File: config.mk
export PLATFORM = sky130hd
export DESIGN_NAME = eip_top
export DESIGN_NICKNAME = d
export VERILOG_FILES = /design/src/inc/eip_pkg.sv /design/src/hdl/eip_pin_sel.sv /design/src/hdl/eip_top.sv
export VERILOG_INCLUDE_DIRS = /design/src /design/src/inc
export SDC_FILE = /design/constraint.sdc
export NUM_CORES = 1
export LEC_CHECK = 0
export BUFFER_PORTS_ARGS = -buffer_cell sky130_fd_sc_hd__buf_2
export CORE_MARGIN = 5
export CORE_UTILIZATION = 25
export DETAILED_ROUTE_END_ITERATION = 10
export PLACE_DENSITY = 0.57
export SYNTH_ARGS = -nofsm -noshare
export SYNTH_HDL_FRONTEND = slang
export SYNTH_SLANG_ARGS = --single-unit
File: constraint.sdc
create_clock -name clk_sys -period 1.6 [get_ports clk_sys]
set_input_delay 0.32 -clock clk_sys [delete_from_list [all_inputs] [get_ports clk_sys]]
set_output_delay 0.32 -clock clk_sys [all_outputs]
set_load 0.02 [all_outputs]
File: src/inc/eip_defs.svh
// register offsets, field positions and reset values for the
// external interrupt 1 pin select and extended priority block.
// assumes an 8-bit special function register address space.
//
// Overview of operation
// An 8-bit priority register has bit 1 for the second serial port priority and bit 0 for the bus-voltage interrupt priority, 0 meaning low and 1 meaning high.
// With the polarity bit (bit 7 of the pin configuration register) at 1, the selected input is active high.
// The 3-bit selector in bits 6 to 4 picks port 0 pin 0 to 7 as the external interrupt one input.
// The chosen pin is watched whatever the crossbar has assigned it to, so it may serve another peripheral too.
// Edge or level triggering comes from a separate control register, not from the pin configuration register.
// With the polarity bit at 0, the selected input is active low.
`ifndef EIP_DEFS_SVH
`define EIP_DEFS_SVH

// register addresses
`define EIP_ADDR_PIN_CFG 8'hE4
`define EIP_ADDR_PRIO_TWO 8'hF7
`define EIP_ADDR_TRIG_CTL 8'hC0
`define EIP_ADDR_IRQ_STAT 8'hC1
`define EIP_ADDR_IRQ_MASK 8'hC2

// pin configuration fields
`define EIP_CFG_POL_BIT 7
`define EIP_CFG_SEL_HI 6
`define EIP_CFG_SEL_LO 4
`define EIP_CFG_RESET 8'h00

// priority fields
`define EIP_PRIO_UART_BIT 1
`define EIP_PRIO_VBUS_BIT 0
`define EIP_PRIO_RESET 8'h00

// trigger control, status and mask fields
`define EIP_TRIG_EDGE_BIT 0
`define EIP_EVT_ACT_BIT 0
`define EIP_CTL_RESET 8'h00

`endif

File: src/inc/eip_pkg.sv
// shared types for the external interrupt pin select block.
// assumes eip_defs.svh carries the numbers; this holds the types only.
`default_nettype none
package eip_pkg;
  typedef logic [7:0] eip_byte_t;
  typedef logic [7:0] eip_addr_t;
  typedef logic [2:0] eip_sel_t;
  // trigger style of the external interrupt one request
  typedef enum logic {EIP_TRIG_LEVEL, EIP_TRIG_EDGE} eip_trig_e;
endpackage
`default_nettype wire
File: src/hdl/eip_pin_sel.sv
// selects one port 0 pin and applies the polarity setting.
// assumes pins are synchronous to the clock of the instantiating module.
`default_nettype none
module eip_pin_sel
  import eip_pkg::*;
#(
  parameter int NPINS = 8
) (
  input wire logic [NPINS-1:0] pins,
  input wire eip_sel_t sel,
  input wire logic pol_high,
  output logic active
);
  // the pin is read straight from the pad, never through the crossbar
  logic raw_pin;
  assign raw_pin = pins[sel];
  // polarity 1 passes the pin, polarity 0 inverts it
  assign active = pol_high ? raw_pin : ~raw_pin;
endmodule
`default_nettype wire

File: src/hdl/eip_top.sv
// pin configuration, trigger control and extended priority registers for
// external interrupt one, with a sticky status, a mask and a level irq.
// assumes a one-cycle read/write strobe port and pins synchronous to clk_sys.
`include "eip_defs.svh"
`default_nettype none
module eip_top
  import eip_pkg::*;
#(
  parameter int NPINS = 8
) (
  input wire logic clk_sys,
  input wire logic rst,
  input wire eip_addr_t addr,
  input wire eip_byte_t wr_data,
  input wire logic wr_stb,
  input wire logic rd_stb,
  output eip_byte_t rd_data,
  input wire logic [NPINS-1:0] port0_pins,
  output logic external_interrupt_one,
  output logic serial_port_two_priority,
  output logic bus_voltage_irq_priority,
  output logic irq
);

  // register state
  logic ext_irq1_polarity_q;
  eip_sel_t ext_irq1_pin_selector_q;
  logic [1:0] prio_q;
  logic trig_edge_q;
  logic stat_q;
  logic mask_q;
  logic act_q;
  logic req_q;
  logic irq_q;
  eip_byte_t rd_data_q;

  // address decode
  logic hit_cfg;
  logic hit_prio;
  logic hit_trig;
  logic hit_stat;
  logic hit_mask;
  assign hit_cfg = (addr == `EIP_ADDR_PIN_CFG);
  assign hit_prio = (addr == `EIP_ADDR_PRIO_TWO);
  assign hit_trig = (addr == `EIP_ADDR_TRIG_CTL);
  assign hit_stat = (addr == `EIP_ADDR_IRQ_STAT);
  assign hit_mask = (addr == `EIP_ADDR_IRQ_MASK);

  logic wr_cfg;
  logic wr_prio;
  logic wr_trig;
  logic wr_stat;
  logic wr_mask;
  assign wr_cfg = wr_stb & hit_cfg;
  assign wr_prio = wr_stb & hit_prio;
  assign wr_trig = wr_stb & hit_trig;
  assign wr_stat = wr_stb & hit_stat;
  assign wr_mask = wr_stb & hit_mask;

  // selected pin after polarity, sampled straight off the port
  logic act_d;
  eip_pin_sel #(
    .NPINS(NPINS)
  ) u_pin_sel (
    .pins(port0_pins),
    .sel(ext_irq1_pin_selector_q),
    .pol_high(ext_irq1_polarity_q),
    .active(act_d)
  );

  // trigger style comes only from the trigger control register
  eip_trig_e trig_mode;
  assign trig_mode = trig_edge_q ? EIP_TRIG_EDGE : EIP_TRIG_LEVEL;

  // request toward the core: a level, or one pulse on the inactive-to-active step
  logic rise;
  logic req_d;
  assign rise = act_d & ~act_q;
  assign req_d = (trig_mode == EIP_TRIG_EDGE) ? rise : act_d;

  // sticky event: a new event in the clearing cycle wins over the clear
  logic evt;
  logic stat_d;
  logic clr_stat;
  assign evt = req_d;
  assign clr_stat = wr_stat & wr_data[`EIP_EVT_ACT_BIT];
  assign stat_d = evt | (stat_q & ~clr_stat);

  // irq uses next-state values so it lines up with the status flop
  logic mask_d;
  logic irq_d;
  assign mask_d = wr_mask ? wr_data[`EIP_EVT_ACT_BIT] : mask_q;
  assign irq_d = stat_d & mask_d;

  // read mux; unmapped addresses and unused bits read as zero
  eip_byte_t rd_mux;
  assign rd_mux =
    hit_cfg ? {ext_irq1_polarity_q, ext_irq1_pin_selector_q, 4'h0} :
    hit_prio ? {6'h00, prio_q} :
    hit_trig ? {7'h00, trig_edge_q} :
    hit_stat ? {7'h00, stat_q} :
    hit_mask ? {7'h00, mask_q} : 8'h00;

  // pin configuration; the low nibble belongs to input zero and is not held
  always_ff @(posedge clk_sys or posedge rst) begin
    if (rst) begin
      ext_irq1_polarity_q <= 1'b0;
      ext_irq1_pin_selector_q <= 3'h0;
    end else if (wr_cfg) begin
      ext_irq1_polarity_q <= wr_data[`EIP_CFG_POL_BIT];
      ext_irq1_pin_selector_q <= wr_data[`EIP_CFG_SEL_HI:`EIP_CFG_SEL_LO];
    end
  end

  // priority register, bits 7 to 2 are not stored
  always_ff @(posedge clk_sys or posedge rst) begin
    if (rst) begin
      prio_q <= 2'h0;
    end else if (wr_prio) begin
      prio_q <= wr_data[1:0];
    end
  end

  // trigger control and mask
  always_ff @(posedge clk_sys or posedge rst) begin
    if (rst) begin
      trig_edge_q <= 1'b0;
      mask_q <= 1'b0;
    end else begin
      if (wr_trig) begin
        trig_edge_q <= wr_data[`EIP_TRIG_EDGE_BIT];
      end
      mask_q <= mask_d;
    end
  end

  // input tracking, request, status and interrupt line
  // a polarity or selector change can look like a fresh edge: software
  // should set edge mode only after the pin configuration is settled
  always_ff @(posedge clk_sys or posedge rst) begin
    if (rst) begin
      act_q <= 1'b0;
      req_q <= 1'b0;
      stat_q <= 1'b0;
      irq_q <= 1'b0;
    end else begin
      act_q <= act_d;
      req_q <= req_d;
      stat_q <= stat_d;
      irq_q <= irq_d;
    end
  end

  // read data stands only in the cycle after the strobe
  always_ff @(posedge clk_sys or posedge rst) begin
    if (rst) begin
      rd_data_q <= 8'h00;
    end else begin
      rd_data_q <= rd_stb ? rd_mux : 8'h00;
    end
  end

  assign rd_data = rd_data_q;
  assign external_interrupt_one = req_q;
  assign serial_port_two_priority = prio_q[`EIP_PRIO_UART_BIT];
  assign bus_voltage_irq_priority = prio_q[`EIP_PRIO_VBUS_BIT];
  assign irq = irq_q;

  // checks

  property p_prio_write;
    @(posedge clk_sys) disable iff (rst)
    wr_prio |=> (serial_port_two_priority == $past(wr_data[1]))
      && (bus_voltage_irq_priority == $past(wr_data[0]));
  endproperty
  a_prio_write: assert property (p_prio_write)
    else $error("priority outputs do not follow the written value");

  property p_prio_hold;
    @(posedge clk_sys) disable iff (rst)
    !wr_prio |=> $stable({serial_port_two_priority, bus_voltage_irq_priority});
  endproperty
  a_prio_hold: assert property (p_prio_hold)
    else $error("priority changed without a write");

  property p_level_high;
    @(posedge clk_sys) disable iff (rst)
    (!trig_edge_q && ext_irq1_polarity_q)
      |=> (external_interrupt_one == $past(port0_pins[ext_irq1_pin_selector_q]));
  endproperty
  a_level_high: assert property (p_level_high)
    else $error("active high request does not follow the pin");

  property p_level_low;
    @(posedge clk_sys) disable iff (rst)
    (!trig_edge_q && !ext_irq1_polarity_q)
      |=> (external_interrupt_one == !$past(port0_pins[ext_irq1_pin_selector_q]));
  endproperty
  a_level_low: assert property (p_level_low)
    else $error("active low request does not follow the inverted pin");

  property p_route;
    @(posedge clk_sys) disable iff (rst)
    1'b1 |=> (act_q == ($past(port0_pins[ext_irq1_pin_selector_q])
      ^ !$past(ext_irq1_polarity_q)));
  endproperty
  a_route: assert property (p_route)
    else $error("tracked input is not the selected pin");

  property p_edge_pulse;
    @(posedge clk_sys) disable iff (rst)
    (trig_edge_q && act_d && !act_q)
      |=> external_interrupt_one ##1 (!external_interrupt_one || !$past(trig_edge_q));
  endproperty
  a_edge_pulse: assert property (p_edge_pulse)
    else $error("edge request is not a single pulse on activation");

  property p_edge_quiet;
    @(posedge clk_sys) disable iff (rst)
    (trig_edge_q && !(act_d && !act_q)) |=> !external_interrupt_one;
  endproperty
  a_edge_quiet: assert property (p_edge_quiet)
    else $error("edge request without an activation step");

  property p_irq_path;
    @(posedge clk_sys) disable iff (rst)
    (req_d && mask_d) |=> (stat_q && irq) [*1] ##1 (irq || !stat_q || !mask_q);
  endproperty
  a_irq_path: assert property (p_irq_path)
    else $error("unmasked event did not raise the interrupt");

  property p_rd_once;
    @(posedge clk_sys) disable iff (rst)
    !rd_stb |=> (rd_data == 8'h00);
  endproperty
  a_rd_once: assert property (p_rd_once)
    else $error("read data present without a read strobe");

  c_edge_req: cover property (@(posedge clk_sys) disable iff (rst)
    trig_edge_q && external_interrupt_one);
  c_level_low: cover property (@(posedge clk_sys) disable iff (rst)
    !ext_irq1_polarity_q && external_interrupt_one);
  c_pin7: cover property (@(posedge clk_sys) disable iff (rst)
    (ext_irq1_pin_selector_q == 3'h7) && act_q);
  c_clear_race: cover property (@(posedge clk_sys) disable iff (rst)
    clr_stat && evt);

endmodule
`default_nettype wire

### Word level (Yosys, flattened, before mapping)

Index checks and enable logic that the tools add are counted.

* bits in registers: 20
* input port bits: 28
* output and inout bits: 12
* word-level logic and storage cells: 41

* bitwise logic cells: 13
* multiplexer cells: 12
* magnitude comparators: 1
* equality and inequality tests: 5

Operators by type and width (number)
* 8-bit equality test, second input constant: 5
* 8-bit 2-to-1 mux: 2
* 1-bit AND: 9
* 1-bit 2-to-1 mux: 8
* 3-bit by 4-bit < comparator with 1-bit output, second input constant: 1
* 1-bit binary-select mux with 3-bit select: 1
* 1-bit NOT: 3
* 2-bit 2-to-1 mux: 1
* 1-bit bitwise OR: 1

### Longest topological paths before layout

Gate-level depths: netlist (run 1).

* depth in word-level cells: 8
* gate-level depth with buffers: 5
* gate-level depth less buffers: 4

### Modules after synthesis

From an unflattened synthesis (run 1), not the netlist that was laid out.

* cell total of the unflattened synthesis: 71
* area, all modules: 853.3 sq um

Modules (own cells, without submodules)
* eip_top: cells an instance 64, times used 1, area an instance 777.0 sq um
* eip_pin_sel: cells an instance 7, times used 1, area an instance 76.3 sq um

### Least setup slack after synthesis (run 1)

No wires, ideal clock.

* kind: register to register
* start: register ext_irq1_pin_selector_q[1]
* end: register irq_q (netlist: irq)
* data required time: 1.469 ns
* stages on the path, launching flop included: 6
* library setup time: 0.131 ns
* path slack: 0.098 ns
* arrival: 1.371 ns
* cell sequence: dfrtp_1 buf_6 mux2i_1 mux4_2 mux2i_1 a21boi_1

* cells in the longest elaborated chain, start to end: 8

RTL lines
* start, declared: line eip_top.sv:27 `eip_sel_t ext_irq1_pin_selector_q;`
* start signal, assigned: line eip_top.sv:111 `` ext_irq1_pin_selector_q <= wr_data[`EIP_CFG_SEL_HI:`EIP_CFG_SEL_LO]; ``
* 1-bit binary-select mux with 3-bit select (*): line eip_pin_sel.sv:16 `assign raw_pin = pins[sel];`
* 1-bit 2-to-1 mux (not written as such) (*): line eip_pin_sel.sv:16
* 1-bit NOT: line eip_pin_sel.sv:18 `assign active = pol_high ? raw_pin : ~raw_pin;`
* 1-bit 2-to-1 mux (*): line eip_pin_sel.sv:18
* 1-bit AND: line eip_top.sv:78 `assign rise = act_d & ~act_q;`
* 1-bit 2-to-1 mux (*): line eip_top.sv:79 `assign req_d = (trig_mode == EIP_TRIG_EDGE) ? rise : act_d;`
* 1-bit bitwise OR (*): line eip_top.sv:87 `assign stat_d = evt | (stat_q & ~clr_stat);`
* 1-bit AND (*): line eip_top.sv:93 `assign irq_d = stat_d & mask_d;`
* named net irq_d: line eip_top.sv:91 `logic irq_d;`
* end signal, assigned: line eip_top.sv:150 `irq_q <= irq_d;`
* end, declared: line eip_top.sv:34 `logic irq_q;`

The timed path passes the listed nets; every way through them passes the cells marked *. The select of a mux whose other input is x is not followed.
A chain may end at the register's enable or synchronous reset.

### Final worst setup path (run 1)

Same ends and word-level chain as after synthesis.

==> results of run 1 <==
## worst max-delay path, stage by stage, from the launching register on
cell and delay, ns:
dfrtp_2 0.47, mux2i_1 0.13, mux4_2 0.52, mux2i_4 0.22, a21boi_2 0.14
## registers in the layout, indices dropped and copies added, names as in the netlist
name	count
ext_irq1_pin_selector_q	3
stat_q	1
rd_data	6
act_q	1
trig_edge_q	1
irq	1
mask_q	1
external_interrupt_one	1
prio_q	2
ext_irq1_polarity_q	1
## path summary, 6_finish.rpt
check	startpoint	end	slack, ns	depth (start not counted)
max	ext_irq1_pin_selector_q[1]	irq	0.06	4
min	rst	prio_q[1]	0.03	3
max reg2reg	ext_irq1_pin_selector_q[1]	irq	0.06	4
min reg2reg	ext_irq1_pin_selector_q[2]	rd_data[6]	0.54	1
max in group asynchronous	rst	ext_irq1_pin_selector_q[1]	1.36	3
min in group clk_sys	wr_data[1]	prio_q[1]	0.27	2
## stage by stage
step	total power, mW	instances	hold slack, ns
floorplan	0.559	72	0.259
global placement	0.611	153	0.344
detailed placement	0.616	153	0.345
CTS	0.835	156	0.0354
global route	0.867	156	0.0641
finish	0.828	156	0.0337
## cells in the mapped netlist, drive strengths merged
cell     count  area, µm²
o31ai        1       7.51
a21oi        1       5.00
dfrtp       18        450
buf          3       26.3
and3b        1       8.76
and3         3       18.8
a31o         1       8.76
o21ai        1       5.00
and2         5       32.5
nor4         1       6.26
mux2i        6       60.1
inv          2       7.51
a21boi       2       15.0
nor2b        1       6.26
nor2         1       3.75
nand4        1       6.26
nand2        4       15.0
nand3        3       15.0
xor2         1       8.76
mux4         1       22.5
conb         1       3.75
nor3         4       20.0
o2bb2ai      1       8.76
mux2         8       90.1
## cells by family (layout without fill, tap and decap cells)
family / count (synthesis) / in the layout
simple gates: 24 / 24
compound gates: 7 / 7
other cells: 1 / 2
flops: 18 / 18
buf+inv: 5 / 43
mux: 15 / 15
xor+xnor: 1 / 1
## area by class of cell
| class | count | area, µm² | area share, % |
|---|---|---|---|
| multi-input combinational | 49 | 388 | 34.5 |
| clock buffer | 3 | 22.5 | 2.00 |
| sequential | 18 | 452 | 40.2 |
| inverter | 2 | 7.51 | 0.667 |
| timing repair buffer | 38 | 198 | 17.6 |
| tap | 46 | 57.6 | 5.12 |
## layer usage
metal,share of wire [%],global-route usage (%),vias up
met2,52,13.6,19
met4,1.0,3.72,0
li1,-,-,331
met1,40,9.72,323
met5,0,0,-
met3,7.3,1.97,2
## power by group through the flow
stage | combinational [mW] | clock, mW | sequential [mW]
floorplan | 0.0598 | 0 | 0.499
global placement | 0.117 | 0 | 0.494
detailed placement | 0.122 | 0 | 0.494
CTS | 0.125 | 0.224 | 0.486
global route | 0.144 | 0.235 | 0.488
finish | 0.129 | 0.213 | 0.486
## what timing repair did
item,4_1_cts,5_1_grt
gates resized for setup,2,2
hold endpoints to repair,0,0
endpoints found under the setup margin,1,3
==> results by group, run 1 <==
Outcome
  – Outcome: complete, no violations

Clock tree
  – TritonCTS clock tree: yes
  – Hold_buf cts: 0
  – Post-CTS setup buffer count: 0
  – Clock latency on the worst-skew pair: 0.28 ns
  – TritonCTS Buffers: 3
  – Htree depth: 1
  – Sink Count: 18
  – Clock Tree Root: clkbuf_4
  – Clock transition at path regs: 0.10 ns
  – Clk buf depth: 2

Detailed routing
  – Via count: 675
  – Drt total wl: 1.86 mm
  – Post-DRT Antenna Nets: 0
  – First drt pass iteration count: 4
  – Via/cell ratio: 4.33
  – DRC viols: 0
  – Drt wl/cell: 11.9 µm
  – Initial DRC count: 23

Synth
  – Synth Area in Adders: 0%
  – Syn avg cell area: 12.0 µm²
  – Warnings, synthesis: 0
  – Synthesized area: 852 µm²
  – Main combinational cell family by area after synthesis: multiplexers
  – FF+latch count, synth: 18
  – Post-synthesis mux area share: 20.3%
  – Post-synth cell types: 27
  – Post-Synth Simple-Gate Area: 15.6%
  – Seq/Total Area, Yosys: 52.9%
  – Synth Area in XOR/XNOR: 1.03%
  – Cells after Synth: 71
  – Post-synthesis compound-gate area fraction: 5.87%

Finish
  – Commonest cells after routing, fill and taps aside: 35 x buf_2, 17 x dfrtp_1, 8 x mux2_2
  – Final instance area: 1120 µm²
  – Layout Area Growth over Synthesis: 32.0%
  – Diodes inserted: 0
  – Fillers: 356
  – Leading cell type in the layout, fill and taps excluded: buf_2
  – Final #Nets: 140
  – Final Core Density: 34.0%
  – Layout cell share with drive strength beyond 1: 50.0%

Timing
  – Final worst-path cycle share: 96.2%
  – Fin. max-slew vios: 0
  – RSZ-0062 raised after global routing: yes
  – Final Skew: 0.00435 ns
  – Setup Total Neg Slack: 0 ns
  – Fin. Hold Viols: 0
  – Tmin final: 1.54 ns
  – Final Worst Setup Slack: 0.0608 ns
  – Fmax: 650 MHz
  – Final setup vio count: 0

Placement
  – Final HPWL DP: 1.53 mm
  – Global placement routability congestion: 0.770
  – Port Buffer Count: 35
  – Pre-CTS WS: -0.00876 ns
  – Placed cell area: 1080 µm²

Global routing
  – All-Layer GR Usage: 8.12%
  – Total grt overflow: 0
  – First-pass GRT wire length: 2.86 mm
  – Number of global-route vias before repair: 685
  – Pin count of the biggest net entering global routing: 19
  – Antenna violations before repair: 0

Pwr
  – Leakage: 0.585 nW
  – Power share of the clock group: 25.7%
  – Logic pwr share: 15.6%
  – PwrDens: 736 nW/µm²
  – Sw power: 205 µW
  – Switching fraction of total power: 24.8%
  – Seq pwr share: 58.7%
  – Internal power: 623 µW
  – Peak VDD IR: 224 µV

Critical path
  – Worst EP required: 1.82 ns
  – Worst Path Arrival: 1.76 ns
  – Critical path peak fanout: 6
  – Critical Setup Path Class: register to register
  – Critical Path Start Type: register
  – Crit. End Element: register

Die
  – I/O pins: 40
  – Starting Density: 25.7%
  – Core area: 3310 µm²
  – Height of the die: 68.4 µm
  – Die W: 68.4 µm
  – # rows: 21
  – DIE AREA: 4680 µm²

Run
  – Max-cap violations: 0

Worst hold path
  – Worst min path class: input port to async pin
Note: power is estimated with default switching activity, not from simulation.
==> run 2, diff against run 1 <==
--- a/config.mk
+++ b/config.mk
@@ -13,4 +13,5 @@
 export PLACE_DENSITY = 0.57
 export SYNTH_ARGS = -nofsm -noshare
 export SYNTH_HDL_FRONTEND = slang
+export SYNTH_HIERARCHICAL = 1
 export SYNTH_SLANG_ARGS = --single-unit
==> results by group, run 2 <==
Critical path
  – R2R Setup Slk: 0.007 ns
  – CP Cell Sequence: mux2i_1 -> mux4_2 -> xor2_2 -> nand2_2 -> a21boi_2
  – Critical Path Start Type: register
  – Critical Setup Path Class: register to register
  – Crit. End Element: register
  – Worst EP required: 1.82 ns
  – CP peak stage delay: 0.50 ns
  – Critical path peak fanout: 5
  – WP buf/inv: 0
  – Worst Path Arrival: 1.81 ns
  – Register-to-Register Path Depth: 5
  – Slowest CP cell: mux4_2
  – Worst R2R End: irq
  – Worst path top cell family by delay: multiplexers
  – Reg2reg start: ext_irq1_pin_selector_q[0]

Die
  – Core area: 3310 µm²
  – Height of the die: 68.4 µm
  – DIE AREA: 4680 µm²
  – # rows: 21
  – I/O pins: 40
  – Starting Density: 25.8%
  – Die W: 68.4 µm

Finish
  – Layout cell share with drive strength beyond 1: 51.4%
  – Fillers: 349
  – Commonest cells after routing, fill and taps aside: 35 x buf_2, 17 x dfrtp_1, 7 x nand2_1, 7 x mux2_2, 5 x mux2i_1
  – Diodes inserted: 0
  – Leading cell type in the layout, fill and taps excluded: buf_2
  – Max reg flops: 6
  – Final instance area: 1140 µm²
  – Layout Area Growth over Synthesis: 34.0%
  – Final #Nets: 140

Clock tree
  – Htree depth: 1
  – Clk buf depth: 2
  – Clock transition at path regs: 0.09 ns
  – Clock Tree Root: clkbuf_4
  – Clock latency on the worst-skew pair: 0.28 ns
  – TritonCTS Buffers: 3
  – TritonCTS clock tree: yes
  – Sink Count: 18

Timing
  – WHS: 0.108 ns
  – Slew HR: 56.3%
  – Final Skew: 0.00129 ns
  – Tmin final: 1.59 ns
  – RSZ-0062 raised after global routing: yes
  – Fin. Hold Viols: 0
  – Final setup vio count: 0
  – Fmax: 628 MHz
  – Worst slew pin tran: 0.655 ns
  – Fin. max-slew vios: 0
  – Final worst-path cycle share: 99.6%

Synth
  – Seq/Total Area, Yosys: 52.8%
  – FF+latch count, synth: 18
  – Post-synth top area share: 52.8%
  – Warnings, synthesis: 6
  – Leading area contributor after synthesis: dfrtp_1
  – Post-synth top flop: dfrtp_1
  – Async SR Flop Fraction: 100%
  – Synth top area cells: dfrtp_1 53%, mux2_2 9.2%, mux2i_1 5.9%
  – Post-synth cell types: 26
  – Synthesized area: 853 µm²
  – Cells after Synth: 71
  – Most frequent cell after synthesis: dfrtp_1
  – Syn avg cell area: 12.0 µm²
  – Post-synth EDFFs: 0
  – Top post-synthesis cells by count: 18 x dfrtp_1, 8 x nand2_1, 7 x mux2_2

Outcome
  – Outcome: complete, no violations

Pwr
  – PwrDens: 768 nW/µm²
  – Leakage: 0.598 nW
  – Peak VDD IR: 270 µV

Global routing
  – Antenna violations before repair: 0
  – Number of global-route vias before repair: 635
  – Pin count of the biggest net entering global routing: 19
  – First-pass GRT wire length: 2.77 mm
  – Total grt overflow: 0
  – All-Layer GR Usage: 7.84%

Detailed routing
  – Drt wl/cell: 11.4 µm
  – Post-DRT Antenna Nets: 0
  – DRC viols: 0
  – Via count: 657
  – Drt total wl: 1.80 mm
  – First drt pass iteration count: 3
  – Via/cell ratio: 4.18
  – Initial DRC count: 29

Run
  – Max-cap violations: 0

Placement
  – Global placement routability congestion: 0.860
  – Port Buffer Count: 35
  – Placed cell area: 1080 µm²
  – Final HPWL DP: 1.51 mm

Worst hold path
  – Worst min path class: input port to async pin
run 2: routing by layer:
layer  vias to the layer above  part of all wire (%)  global-route usage, %  wire (µm)
met3                         0                   6.3                   3.61        113
met1                       318                    39                   8.69        705
met5                         -                     0                      0          0
met4                         0                     0                  0.744          0
met2                        14                    54                   14.1        978
li1                        325                     -                      -          -
run 2: layout make-up:
cell class                 instances  area [µm²]  area share (%)
clock buffer                       4        36.3            3.17
inverter                           2        7.51           0.656
multi-input combinational         49         393            34.4
sequential                        18         452            39.5
tap                               46        57.6            5.03
timing repair buffer              38         198            17.3
run 2: timing repair:
action	CTS	global route
setup endpoints to repair	1	2
gates cloned	0	0
hold buffers	0	0
pin swaps	0	2
resized for setup	3	2
setup buffers	0	1
run 2: report_power, final:
group | switching, mW | internal (mW)
logic | 0.0663 | 0.0610
registers | 0.0108 | 0.473
clock network | 0.129 | 0.139
run 2: how the worst max path moves through the flow:
stage | start | end | slack (ns) | cells past startpoint
global route | ext_irq1_pin_selector_q[0] | irq | -0.05 | 5
finish | ext_irq1_pin_selector_q[0] | irq | 0.007 | 5
CTS | ext_irq1_pin_selector_q[0] | irq | -0.0001 | 5
global placement | ext_irq1_pin_selector_q[0] | irq | -0.01 | 5
floorplan | ext_irq1_pin_selector_q[0] | irq | 0.04 | 6
detailed placement | ext_irq1_pin_selector_q[0] | irq | -0.08 | 5
run 2: logic make-up (layout without fill, tap and decap cells):
family                    count (synthesis)  count (layout)  share of synthesized area (%)
DFF                                      18              18                           52.8
other                                     1               2                          0.439
muxes                                    14              14                           19.5
xor gates and xnor gates                  1               1                           1.03
AOI/OAI and AO/OA                         5               5                           4.40
and+or+nand+nor                          27              27                           18.6
buffers and inverters                     5              44                           3.23
run 2: through the flow:
step / setup TNS [ns] / instances / setup slack (ns) / power, mW / utilization [%]
after floorplan: 0 / 72 / 0.0444 / 0.556 / -
after global placement: -0.00974 / 152 / -0.00974 / 0.608 / 32.8
after detailed placement: -0.0776 / 152 / -0.0776 / 0.611 / 32.8
after CTS: -0.000109 / 156 / -0.000109 / 0.889 / 34.1
after global routing: -0.0645 / 157 / -0.0484 / 0.933 / 34.5
final: 0 / 157 / 0.00673 / 0.878 / 34.5
==> run 3, diff against run 2 <==
--- a/config.mk
+++ b/config.mk
@@ -10,6 +10,7 @@
 export CORE_MARGIN = 5
 export CORE_UTILIZATION = 25
 export DETAILED_ROUTE_END_ITERATION = 10
+export GPL_TIMING_DRIVEN = 0
 export PLACE_DENSITY = 0.57
 export SYNTH_ARGS = -nofsm -noshare
 export SYNTH_HDL_FRONTEND = slang
==> results by group, run 3 (same netlist as run 2, synthesis figures left out) <==
Finish
  – Fillers: 349
  – Diodes inserted: 0
  – Leading cell type in the layout, fill and taps excluded: buf_2
  – Area of the multi-input gates: 393 µm²
  – Max reg flops: 6
  – Commonest cells after routing, fill and taps aside: 35 x buf_2, 17 x dfrtp_1, 7 x nand2_1, 7 x mux2_2
  – Layout Area Growth over Synthesis: 35.8%
  – Layout cell share with drive strength beyond 1: 52.2%
  – Final #Nets: 142
  – Reg area: 452 µm²

Global routing
  – All-Layer GR Usage: 7.94%
  – Number of global-route vias before repair: 628
  – Total grt overflow: 0
  – Pin count of the biggest net entering global routing: 19
  – First-pass GRT wire length: 2.79 mm
  – Antenna violations before repair: 0

Clock tree
  – Clk buf depth: 2
  – TritonCTS clock tree: yes
  – Clock Tree Root: clkbuf_4
  – Htree depth: 1
  – TritonCTS Buffers: 3
  – Clock transition at path regs: 0.10 ns
  – Sink Count: 18
  – Clock latency on the worst-skew pair: 0.28 ns

Detailed routing
  – Via count: 677
  – Via/cell ratio: 4.26
  – Drt wl/cell: 11.7 µm
  – First drt pass iteration count: 4
  – DRC viols: 0
  – Post-DRT Antenna Nets: 0
  – Initial DRC count: 14
  – Drt total wl: 1.87 mm

Outcome
  – Outcome: complete, no violations

Timing
  – Setup Total Neg Slack: 0 ns
  – Tmin final: 1.57 ns
  – Worst slew pin tran: 0.650 ns
  – Fmax: 637 MHz
  – Final setup vio count: 0
  – Fin. Hold Viols: 0
  – Final worst-path cycle share: 98.1%
  – Slew HR: 56.6%
  – Final Skew: 0.00629 ns
  – Fin. max-slew vios: 0

Die
  – Starting Density: 25.8%
  – Die W: 68.4 µm
  – DIE AREA: 4680 µm²
  – # rows: 21
  – I/O pins: 40
  – Height of the die: 68.4 µm
  – Core area: 3310 µm²

Critical path
  – Worst Path Arrival: 1.79 ns
  – Worst R2R End: irq
  – CP peak stage delay: 0.50 ns
  – Critical Path Start Type: register
  – Critical Setup Path Class: register to register
  – Crit. End Element: register
  – Worst EP required: 1.82 ns
  – Critical path peak fanout: 5
  – R2R Setup Slk: 0.03 ns
  – Register-to-Register Path Depth: 5
  – CP Cell Sequence: mux2i_1 -> mux4_2 -> xor2_2 -> nand2_2 -> a21boi_2
  – Reg2reg start: ext_irq1_pin_selector_q[0]
  – Slowest CP cell: mux4_2

Pwr
  – PwrDens: 763 nW/µm²
  – Leakage: 0.609 nW
  – Peak VDD IR: 262 µV
  – Total design power: 885 µW

Placement
  – Final HPWL DP: 1.53 mm
  – Port Buffer Count: 35
  – Global placement routability congestion: 0.825

Worst hold path
  – Worst min path class: input port to async pin

Run
  – Max-cap violations: 0
==> run 3: changes by cell type in the layout (fill, tap and decap cells not counted), sizes merged <==
cell,change
buf,+2
==> run 3: area by class of cell <==
| class | count | area share, % |
|---|---|---|
| flip-flops and latches | 18 | 39.0 |
| multi-input cells | 49 | 33.9 |
| inverters | 2 | 0.648 |
| plain buffers | 2 | 1.30 |
| repair buffers | 38 | 17.1 |
| clock buffers | 4 | 3.13 |
| well taps | 46 | 4.97 |
==> run 3: where the power goes <==
group | internal (mW) | leakage [nW] | total [mW] | switching, mW
Combinational | 0.0659 | 0.350 | 0.134 | 0.0680
Sequential | 0.473 | 0.238 | 0.484 | 0.0110
Clock | 0.138 | 0.0210 | 0.267 | 0.129
==> run 3: worst max-delay path by stage <==
stage	startpoint	end	slack, ns	cells past startpoint
5_1_grt	ext_irq1_pin_selector_q[0]	irq	-0.01	5
4_1_cts	ext_irq1_pin_selector_q[0]	irq	-0.02	5
2_1_floorplan	ext_irq1_pin_selector_q[0]	irq	0.04	6
3_5_place_dp	ext_irq1_pin_selector_q[0]	irq	-0.15	6
3_3_place_gp	ext_irq1_pin_selector_q[0]	irq	-0.09	6
6_report	ext_irq1_pin_selector_q[0]	irq	0.03	5
==> run 3: what timing repair did <==
action                     CTS  global route
buffers inserted             1             2
cloned                       0             0
setup endpoints to repair    3             2
hold buffers                 0             0
gates resized for setup      2             3
pin swaps                    1             0
==> run 3: routing by layer <==
| metal | part of all wire [%] | vias to the layer above | track usage (%) |
|---|---|---|---|
| met5 | 0 | - | 0 |
| met4 | 0 | 0 | 1.49 |
| met3 | 7.5 | 0 | 3.28 |
| met2 | 56 | 16 | 14.7 |
| met1 | 37 | 330 | 8.38 |
| li1 | - | 331 | - |
==> run 3: stage by stage <==
step / instance area, µm² / setup slack (ns) / utilization, % / instances / hold slack, ns
3_5_place_dp: 1090 / -0.151 / 32.9 / 153 / 0.458
6_report: 1160 / 0.0304 / 35.0 / 159 / 0.108
2_1_floorplan: 857 / 0.0444 / - / 72 / 0.259
5_1_grt: 1160 / -0.0130 / 35.0 / 159 / 0.157
3_3_place_gp: 1090 / -0.0881 / 32.9 / 153 / 0.431
4_1_cts: 1130 / -0.0214 / 34.1 / 157 / 0.136
==> run 3: worst max-delay path, delay by kind of cell (launching register included) <==
family	cells	cell delay, ns
mux	2	0.64
flops	1	0.47
xor+xnor	1	0.18
compound gates	1	0.12
simple gates	1	0.10
